**src/logic/rtcg_pkg.sv**
```systemverilog
package rtcg_pkg;
  // Register byte offsets on the bus
  localparam logic [7:0] PCE_A_OFFSET = 8'h00;
  localparam logic [7:0] RTC_CTRL_A_OFFSET = 8'h04;
  localparam logic [7:0] IRQ_MASK_1H_OFFSET = 8'h08;
  localparam logic [7:0] IRQ_REQ_1H_OFFSET = 8'h0C;
  localparam logic [7:0] TIME_VIEW_OFFSET = 8'h10;

  // Field positions
  localparam int CLK_SUPPLY_BIT = 7;
  localparam int RUN_BIT = 7;
  localparam int HZ_OUT_BIT = 5;
  localparam int AMPM_BIT = 3;
  localparam int RTC_IRQ_BIT = 1;
  localparam logic [7:0] RTC_CTRL_WMASK = 8'hAF;

  // Reset values
  localparam logic [7:0] PCE_A_RESET = 8'h00;
  localparam logic [7:0] RTC_CTRL_A_RESET = 8'h00;
  localparam logic [7:0] IRQ_MASK_1H_RESET = 8'hFF;
  localparam logic [7:0] IRQ_REQ_1H_RESET = 8'h00;

  // Fixed-cycle interrupt selection codes
  localparam logic [2:0] CYC_NONE = 3'h0;
  localparam logic [2:0] CYC_HALF_SEC = 3'h1;
  localparam logic [2:0] CYC_SEC = 3'h2;
  localparam logic [2:0] CYC_MIN = 3'h3;
  localparam logic [2:0] CYC_HOUR = 3'h4;
  localparam logic [2:0] CYC_DAY = 3'h5;

  // Timing
  localparam longint SECOND_NS = 1000000000;
  localparam longint CLK_PERIOD_NS = 40;
  localparam int SEC_CYCLES = int'(SECOND_NS / CLK_PERIOD_NS);
  localparam int DAYS_PER_MONTH = 31;

  typedef struct packed {
    logic [4:0] day;
    logic [4:0] hour;
    logic [5:0] min;
    logic [5:0] sec;
  } rtcg_time_t;

  typedef struct packed {
    logic rtcClockOn;
    logic rtcInReset;
    logic intervalTimerClockOn;
    logic rtcRunning;
  } rtcg_status_t;
endpackage

```
**src/logic/rtcg_top.sv**
```systemverilog
`timescale 1ns/100ps
`default_nettype none
// Operation
// RULE1: Supply bit 0 stops RTC clock and holds RTC in reset.
// RULE2: Supply bit 0 makes writes to RTC registers ignored.
// RULE3: Supply bit 1 supplies the clock and allows RTC register access.
// RULE4: Supply bit is bit 7 of enable register; also gates interval timer.
// RULE5: Run bit 7 of control register stops counters at 0, counts at 1.
// RULE6: Mask bit 1 enables RTC interrupt at 0, blocks at 1.
// RULE7: Pending bit 1 reads 1 while request pending; software writes 0 to clear.
// RULE8: Selection 010 raises interrupt once per second with the seconds increment.
// RULE9: Control bits 6 and 4 read zero and ignore writes.
module rtcg_top
  import rtcg_pkg::*;
#(
  parameter int SEC_CYCLES_P = rtcg_pkg::SEC_CYCLES,
  parameter int DAYS_P = rtcg_pkg::DAYS_PER_MONTH
) (
  // Clock and reset
  input wire logic clk,
  input wire logic arst_n,
  // AHB-Lite slave
  input wire logic hsel,
  input wire logic [31:0] haddr,
  input wire logic [1:0] htrans,
  input wire logic hwrite,
  input wire logic [2:0] hsize,
  input wire logic [31:0] hwdata,
  input wire logic hready,
  output logic hreadyout,
  output logic hresp,
  output logic [31:0] hrdata,
  // RTC side
  output rtcg_pkg::rtcg_status_t status,
  output rtcg_pkg::rtcg_time_t timeNow,
  output logic rtcFixedCycleIrq,
  output logic rtcIrqRequest,
  output logic rtc1HzOut
);
  import rtcg_pkg::*;

  logic [7:0] pceA;
  logic [7:0] rtcCtrlA;
  logic [7:0] irqMask1h;
  logic [7:0] irqReq1h;
  logic wrPend;
  logic rdPend;
  logic rdValid;
  logic [7:0] addrQ;
  logic accept;
  logic supplyOn;
  logic run;
  logic [31:0] presc;
  logic secTick;
  logic halfTick;
  logic fixedEvent;
  logic [31:0] readMux;

  assign accept = hsel & hready & htrans[1];
  assign supplyOn = pceA[CLK_SUPPLY_BIT];
  assign run = supplyOn & rtcCtrlA[RUN_BIT];
  assign hresp = 1'b0;
  assign hreadyout = ~rdPend | rdValid;
  assign status.rtcClockOn = supplyOn; // RULE1 RULE3
  assign status.rtcInReset = ~supplyOn; // RULE1
  assign status.intervalTimerClockOn = supplyOn; // RULE4
  assign status.rtcRunning = run;

  // Address phase capture; reads take one wait state
  always_ff @(posedge clk or negedge arst_n) begin
    if (!arst_n) begin
      wrPend <= 1'b0;
      rdPend <= 1'b0;
      rdValid <= 1'b0;
      addrQ <= 8'h00;
    end else begin
      if (hready) begin
        wrPend <= accept & hwrite;
        rdPend <= accept & ~hwrite;
        rdValid <= 1'b0;
        if (accept) begin
          addrQ <= haddr[7:0];
        end
      end else begin
        rdValid <= rdPend;
      end
    end
  end

  always_comb begin
    readMux = 32'h0000_0000;
    case (addrQ)
      PCE_A_OFFSET: readMux = {24'h00_0000, pceA};
      RTC_CTRL_A_OFFSET: readMux = {24'h00_0000, rtcCtrlA}; // RULE3
      IRQ_MASK_1H_OFFSET: readMux = {24'h00_0000, irqMask1h};
      IRQ_REQ_1H_OFFSET: readMux = {24'h00_0000, irqReq1h}; // RULE7
      TIME_VIEW_OFFSET: readMux = {10'h000, timeNow};
      default: readMux = 32'h0000_0000;
    endcase
  end

  always_ff @(posedge clk or negedge arst_n) begin
    if (!arst_n) begin
      hrdata <= 32'h0000_0000;
    end else if (rdPend && !rdValid) begin
      hrdata <= readMux;
    end
  end

  // Peripheral enable register
  always_ff @(posedge clk or negedge arst_n) begin
    if (!arst_n) begin
      pceA <= PCE_A_RESET;
    end else if (wrPend && addrQ == PCE_A_OFFSET) begin
      pceA <= hwdata[7:0]; // RULE4
    end
  end

  // RTC control register: reset while unclocked, writes blocked
  always_ff @(posedge clk or negedge arst_n) begin
    if (!arst_n) begin
      rtcCtrlA <= RTC_CTRL_A_RESET;
    end else if (!supplyOn) begin
      rtcCtrlA <= RTC_CTRL_A_RESET; // RULE1 RULE2
    end else if (wrPend && addrQ == RTC_CTRL_A_OFFSET) begin
      rtcCtrlA <= hwdata[7:0] & RTC_CTRL_WMASK; // RULE3 RULE9
    end
  end

  // Interrupt mask register
  always_ff @(posedge clk or negedge arst_n) begin
    if (!arst_n) begin
      irqMask1h <= IRQ_MASK_1H_RESET;
    end else if (wrPend && addrQ == IRQ_MASK_1H_OFFSET) begin
      irqMask1h <= hwdata[7:0];
    end
  end

  // Interrupt request register; a new event wins over a clear
  always_ff @(posedge clk or negedge arst_n) begin
    if (!arst_n) begin
      irqReq1h <= IRQ_REQ_1H_RESET;
    end else begin
      if (wrPend && addrQ == IRQ_REQ_1H_OFFSET) begin
        irqReq1h <= hwdata[7:0]; // RULE7
      end
      if (fixedEvent) begin
        irqReq1h[RTC_IRQ_BIT] <= 1'b1; // RULE7
      end
    end
  end

  assign rtcIrqRequest = irqReq1h[RTC_IRQ_BIT] & ~irqMask1h[RTC_IRQ_BIT]; // RULE6

  // Prescaler from the core clock down to seconds
  assign secTick = run && presc == 32'(SEC_CYCLES_P - 1); // RULE5
  assign halfTick = secTick || (run && presc == 32'(SEC_CYCLES_P / 2 - 1));

  always_ff @(posedge clk or negedge arst_n) begin
    if (!arst_n) begin
      presc <= 32'h0000_0000;
    end else if (!supplyOn) begin
      presc <= 32'h0000_0000; // RULE1
    end else if (run) begin
      presc <= secTick ? 32'h0000_0000 : presc + 32'h0000_0001; // RULE5
    end
  end

  // Time counters
  always_ff @(posedge clk or negedge arst_n) begin
    if (!arst_n) begin
      timeNow <= '0;
    end else if (!supplyOn) begin
      timeNow <= '0; // RULE1
    end else if (secTick) begin
      if (timeNow.sec == 6'd59) begin
        timeNow.sec <= 6'd0;
        if (timeNow.min == 6'd59) begin
          timeNow.min <= 6'd0;
          if (timeNow.hour == 5'd23) begin
            timeNow.hour <= 5'd0;
            timeNow.day <= (timeNow.day == 5'(DAYS_P - 1)) ? 5'd0 : timeNow.day + 5'd1;
          end else begin
            timeNow.hour <= timeNow.hour + 5'd1;
          end
        end else begin
          timeNow.min <= timeNow.min + 6'd1;
        end
      end else begin
        timeNow.sec <= timeNow.sec + 6'd1; // RULE5
      end
    end
  end

  // Fixed-cycle event selection
  always_comb begin
    fixedEvent = 1'b0;
    case (rtcCtrlA[2:0])
      CYC_NONE: fixedEvent = 1'b0;
      CYC_HALF_SEC: fixedEvent = halfTick;
      CYC_SEC: fixedEvent = secTick; // RULE8
      CYC_MIN: fixedEvent = secTick && timeNow.sec == 6'd59;
      CYC_HOUR: fixedEvent = secTick && timeNow.sec == 6'd59 && timeNow.min == 6'd59;
      CYC_DAY: fixedEvent = secTick && timeNow.sec == 6'd59 && timeNow.min == 6'd59 && timeNow.hour == 5'd23;
      default: fixedEvent = secTick && timeNow.sec == 6'd59 && timeNow.min == 6'd59 && timeNow.hour == 5'd23
        && timeNow.day == 5'(DAYS_P - 1);
    endcase
  end

  always_ff @(posedge clk or negedge arst_n) begin
    if (!arst_n) begin
      rtcFixedCycleIrq <= 1'b0;
      rtc1HzOut <= 1'b0;
    end else begin
      rtcFixedCycleIrq <= fixedEvent; // RULE8
      rtc1HzOut <= run && rtcCtrlA[HZ_OUT_BIT] && presc < 32'(SEC_CYCLES_P / 2);
    end
  end
endmodule // rtcg_top
`default_nettype wire

```
**config.mk**
```make
export PLATFORM = sky130hd
export DESIGN_NAME = rtcg_top
export DESIGN_NICKNAME = d
export VERILOG_FILES = /design/src/logic/rtcg_pkg.sv /design/src/logic/rtcg_top.sv
export SDC_FILE = /design/constraint.sdc
export NUM_CORES = 1
export LEC_CHECK = 0
export ABC_AREA = 1
export BUFFER_PORTS_ARGS = -buffer_cell sky130_fd_sc_hd__buf_2
export CORE_MARGIN = 8
export CORE_UTILIZATION = 45
export CTS_BUF_LIST = sky130_fd_sc_hd__clkbuf_4 sky130_fd_sc_hd__clkbuf_8 sky130_fd_sc_hd__clkbuf_16
export DETAILED_ROUTE_END_ITERATION = 8
export PLACE_DENSITY = 0.74
export SLEW_MARGIN = 10
export SYNTH_ARGS = -nofsm -noshare
export SYNTH_HDL_FRONTEND = slang
export SYNTH_SLANG_ARGS = --single-unit
```
**constraint.sdc**
```tcl
create_clock -name clk -period 2.4 [get_ports clk]
set_clock_uncertainty 0.05 [all_clocks]
set_input_delay 0.12 -clock clk [delete_from_list [all_inputs] [get_ports clk]]
set_output_delay 0.12 -clock clk [all_outputs]
set_load 0.005 [all_outputs]
```
Yosys cells after proc, flatten, opt, wreduce, memory -nomap -nowiden
Cells that the tools add are included.

Bits of input ports: 74. Word-level logic and storage cells: 96. Flip-flop bits (word level): 131. Output and inout port bits: 63.

Reductions and logical operators: 22. Eq/ne operators: 21. Order comparisons: 1. $add $sub $neg: 5. Mux-type cells: 19. Bitwise gates (word level): 11.

Operators with widths (count): $pmux 22 s5 (1); $mux 32 (3); $mux 22 (2); $add 32x1->32 const B (1); $eq 32x24->1 const B (1); $eq 32x25->1 const B (1); $lt 32x24->1 const B (1); $eq 8x4->1 const B (2); $mux 16 (1); $mux 8 (2); $mux 5 (3); $logic_and 1x1->1 (13); $add 6x1->6 const B (2); $eq 6x6->1 const B (2); $mux 6 (2); $ne 2x1->1 const B (6); $add 5x1->5 const B (2); $eq 5x5->1 const B (2); $mux 10 (1); $eq 8x3->1 const B (1); $eq 8x5->1 const B (1); $logic_not 8->1 (1); $and 1x1->1 (6); $eq 3x2->1 const B (2); other kinds (14) (20).

Logic depth before layout (Yosys ltp)
Depth in word-level cells: 8. Mapped depth: 12. Depth with buffers taken out: 11.

Worst setup path before layout
Ideal clock, no wire load.

Path type: flip-flop to flip-flop. Start: register presc[0]. End: register timeNow[8] in the netlist's numbering. Path buffers: 1. Arrival time: 1.544 ns. Cell stages (with the launch flop): 12. Library setup time: 0.118 ns. Data required time: 2.232 ns. Period minus slack after synthesis: 1.712 ns. Slack: 0.688 ns. Path through: dfrtp_1 > ha_1 > nand2_1 > nor2_4 > nand3_1 > nor2_2 > nand3_4 > nand2_4 > nand2_2 > buf_6 > nand2_1 > o21ai_2.

Longest elaborated chain between the ends: 4.

Ends and longest elaborated chain: start, declared (RTL line rtcg_top.sv:53) `logic [31:0] presc;`; start signal, assigned (RTL line rtcg_top.sv:165) `presc <= secTick ? 32'h0000_0000 : presc + 32'h0000_0001;`; $eq 32x25->1 (RTL line rtcg_top.sv:156) `assign secTick = run && presc == 32'(SEC_CYCLES_P - 1);`; $logic_and 1x1->1 (RTL line rtcg_top.sv:156); $ne 2x1->1 (no source line); $reduce_and 2->1 (no source line); end, declared (RTL line rtcg_top.sv:35) `output rtcg_pkg::rtcg_time_t timeNow,`.

Every way passes these cells. A chain may end at the register's enable or synchronous reset.

Final worst setup path
Start: register presc[0]. End: register timeNow[6] in the netlist's numbering.

The elaborated chain is that of the path after synthesis.

==> summary.txt <==
Outcome
  – Result of the run: finished clean

CTS
  – Clock slew at reported path FFs: around 60 ps
  – Sink Count: between 100 and 150
  – CTS tree: done
  – H-tree depth: 4
  – Post-CTS sizing: 0
  – CTS Root Cell: clkbuf_16
  – CTS Buf Count: 17
  – Hold buffer count at CTS: 20
  – Post-CTS Setup Bufs: 0
  – Later-pin clock latency in the skew report: 420 ps
  – Clock buffer depth: 2

Synthesis
  – Most frequent cells after synthesis: nand2_1 (238), nor2_1 (118), dfrtp_1 (111)
  – Cell count after synthesis: 874
  – Post-synthesis async set-or-reset flop share: 1.00
  – Netlist Area Pre-Place: roughly 0.0065 mm2
  – Main synth FF type: dfrtp_1
  – Sequential-to-total area share from yosys stat: 0.457
  – Synth top area share: 0.425
  – Netlist cell types: just over 40
  – Synth Register Bits: 119
  – Number of synthesized flops with an enable pin: 0
  – Synth top area cells: dfrtp_1 (43%), nand2_1 (14%), nor2_1 (6.8%), inv_1 (5.2%), nand3_1 (5.1%)
  – Most common cell in the synthesized netlist: nand2_1
  – Post-synth top area cell: dfrtp_1
  – Mean Syn Cell Area: 7.47 um2
  – Warnings, synthesis: 0

Floorplanning
  – Die X: ~140 um
  – Core area: 0.0144 mm2
  – Starting Density: 0.455
  – DIE AREA: 0.0186 mm2
  – Row cnt: between 40 and 50
  – I/O pin cnt: roughly 140
  – Vert. Die Dim: 136 um

Pwr
  – Clock share of power: 0.479
  – Comb power frac: 0.122
  – Switch share: 0.271
  – Final Power: 5.75 mW
  – NetSw: 1.56 mW
  – Pint: ~4.2 mW
  – Reg power frac: 0.399
  – Worst VDD drop: 0.562 mV
  – PwrDens: 727 mW/mm2
  – P_leak: around 3.9 nW

Setup path
  – Slowest Stage Delay on Critical Path: 380 ps
  – Most used cell, CP: nand2_1
  – Crit path arrival time: 2340 ps
  – Crit path max fanout: 18
  – WP buf/inv: 0
  – RR Endpoint: timeNow[6]$_DFFE_PN0P_
  – CP delay by family, top: simple AND/OR/NAND/NOR gates
  – Crit-path slowest cell: dfrtp_1
  – R2R cell count: 10
  – Critical path, cell by cell: ha_1 > nand2_1 > nor2_4 > nand3_1 > nor2_2 > nand3_4 > nand2_4 > nand2_2 > nand2_1 > o21ai_2
  – Critical Path Start Type: flip-flop
  – Critical path class: flip-flop to flip-flop
  – R2R Path Start: presc[0]$_DFFE_PN0P_
  – Reg-to-reg slack, setup: 320 ps
  – Crit path capture type: flip-flop
  – CP Data Required Time: 2660 ps

STA
  – Hold Fails Final Rpt: 0
  – Unrepaired setup endpoints after global routing: false
  – Period utilization: 0.868
  – Worst slew pin tran: 852 ps
  – Fmax: 0.480 GHz
  – Worst rel slew slack: 0.432
  – Fin. max-slew vios: 0
  – Setup violators final: 0
  – Setup tns final: 0 ps
  – Final min period: 2080 ps

Cells and area
  – Fillers: 1,362
  – Area grow syn2layout: 21.2%
  – Diode count: 0
  – Fraction of layout cells with a size suffix above 1: 0.158
  – Final core occ: 0.551
  – Final Net Count: 1,056

Global route
  – All-layer global routing usage: 0.198
  – First-pass GRT wire length: 28,900 um
  – M3 GR Usage: 0.0466
  – Vias in the first global route: between 5,000 and 6,000
  – Largest net degree at the start of global routing: 45
  – Grt peak-use layer: met2
  – Grt met1 use: 0.242
  – Initial antenna violation count: 0
  – GRT overflow: 0
  – Met2 Track Usage GR: 0.334

Detailed routing
  – 1st-iter DRT viols: 444
  – Routed Antenna Nets: 0
  – Via Count: 5,977
  – Vias per Instance: 5.10
  – Per-cell routed wire length: 15.1 um
  – Final WL: 17,800 um
  – DRC viols: 0
  – Drt pass-1 iters: 5

Placed design
  – Routability cong.: 0.951
  – Post-DP HPWL: 12,600 um
  – Port bufs: 73

Min path
  – Hold WC Path Type: input port to asynchronous set/reset pin

Flow run
  – Max_cap viols: 0
## routing by layer
layer	wire [um]	part of all wire
met3	973	0.055
met1	7850	0.44
met2	8650	0.49
met5	0	0
met4	297	0.017
## cells by family after synthesis
family / Yosys count / share of synthesized area
AND/OR/NAND/NOR: 488 / 0.324
AO/OA/AOI/OAI: 116 / 0.0989
XOR/XNOR: 14 / 0.0188
multiplexers: 2 / 0.00345
adder cells (fa/ha/maj): 6 / 0.0115
other: 1 / 0.000574
flip-flops: 119 / 0.457
buffers and inverters: 128 / 0.0858
## cells in the final DEF, fill, tap and decap left out, types with 21 or more instances in the layout
| cell type | count |
|---|---|
| nor2_1 | 118 |
| o21ai_1 | 21 |
| buf_2 | 72 |
| nand3_1 | 66 |
| dfrtp_1 | 111 |
| nand2_1 | 238 |
| nor3_1 | 21 |
| inv_1 | 90 |
| o21ai_0 | 45 |
| a21oi_1 | 24 |
## how the worst max path moves through the flow
| stage | startpoint | endpoint | slack (ps) | depth (start not counted) |
|---|---|---|---|---|
| floorplan | presc[0]$_DFFE_PN0P_ | timeNow[8]$_DFFE_PN0P_ | 690 | 11 |
| CTS | presc[1]$_DFFE_PN0P_ | timeNow[6]$_DFFE_PN0P_ | 300 | 10 |
| detailed placement | presc[1]$_DFFE_PN0P_ | timeNow[11]$_DFFE_PN0P_ | 330 | 10 |
| finish | presc[0]$_DFFE_PN0P_ | timeNow[6]$_DFFE_PN0P_ | 320 | 10 |
| global route | presc[1]$_DFFE_PN0P_ | timeNow[10]$_DFFE_PN0P_ | 140 | 10 |
| global placement | presc[1]$_DFFE_PN0P_ | timeNow[6]$_DFFE_PN0P_ | 390 | 10 |
## final cells by class
cell class / instances / area [um2] / area share
Clock buffer: 19 / 447 / 0.0564
Timing Repair Buffer: 106 / 678 / 0.0857
Sequential cell: 119 / 2990 / 0.378
Clock inverter: 13 / 194 / 0.0245
Tap cell: 184 / 230 / 0.0291
Inverter: 95 / 357 / 0.0451
Multi-Input combinational cell: 637 / 3020 / 0.382
## worst reg2reg max path, delay by kind of cell (launching register included)
| family | cells | cell delay, ps |
|---|---|---|
| AOI/OAI and AO/OA | 1 | 60 |
| DFF | 1 | 380 |
| adders and majority gates | 1 | 200 |
| and+or+nand+nor | 8 | 1270 |
## power groups by stage
stage / combinational [mW] / clock [mW] / sequential, mW
after floorplan: 0.457 / 0 / 2.29
final: 0.703 / 2.76 / 2.29
after detailed placement: 0.678 / 0 / 2.32
after global routing: 0.805 / 2.87 / 2.31
after global placement: 0.671 / 0 / 2.32
after CTS: 0.705 / 2.78 / 2.29
## flip-flops by register name, summed over array words and instances, names as in the netlist
| register | count |
|---|---|
| rtcFixedCycleIrq | 1 |
| irqMask1h | 8 |
| timeNow | 22 |
| addrQ | 8 |
| irqReq1h | 8 |
| rtc1HzOut | 1 |
| rdPend | 1 |
| rdValid | 1 |
| wrPend | 1 |
| hrdata | 22 |
| pceA | 8 |
| rtcCtrlA | 6 |
| presc | 32 |
## metrics by stage
| stage | hold slack, ps | instances | setup WS (ps) | cell area, um2 |
|---|---|---|---|---|
| global placement | 117 | 1121 | 389 | 7070 |
| floorplan | -226 | 884 | 688 | 6570 |
| global route | 285 | 1173 | 143 | 7910 |
| finish | 213 | 1173 | 316 | 7910 |
| CTS | 241 | 1173 | 304 | 7910 |
| detailed placement | 109 | 1121 | 329 | 7070 |
No activity file was read; power rests on OpenSTA's default activity.
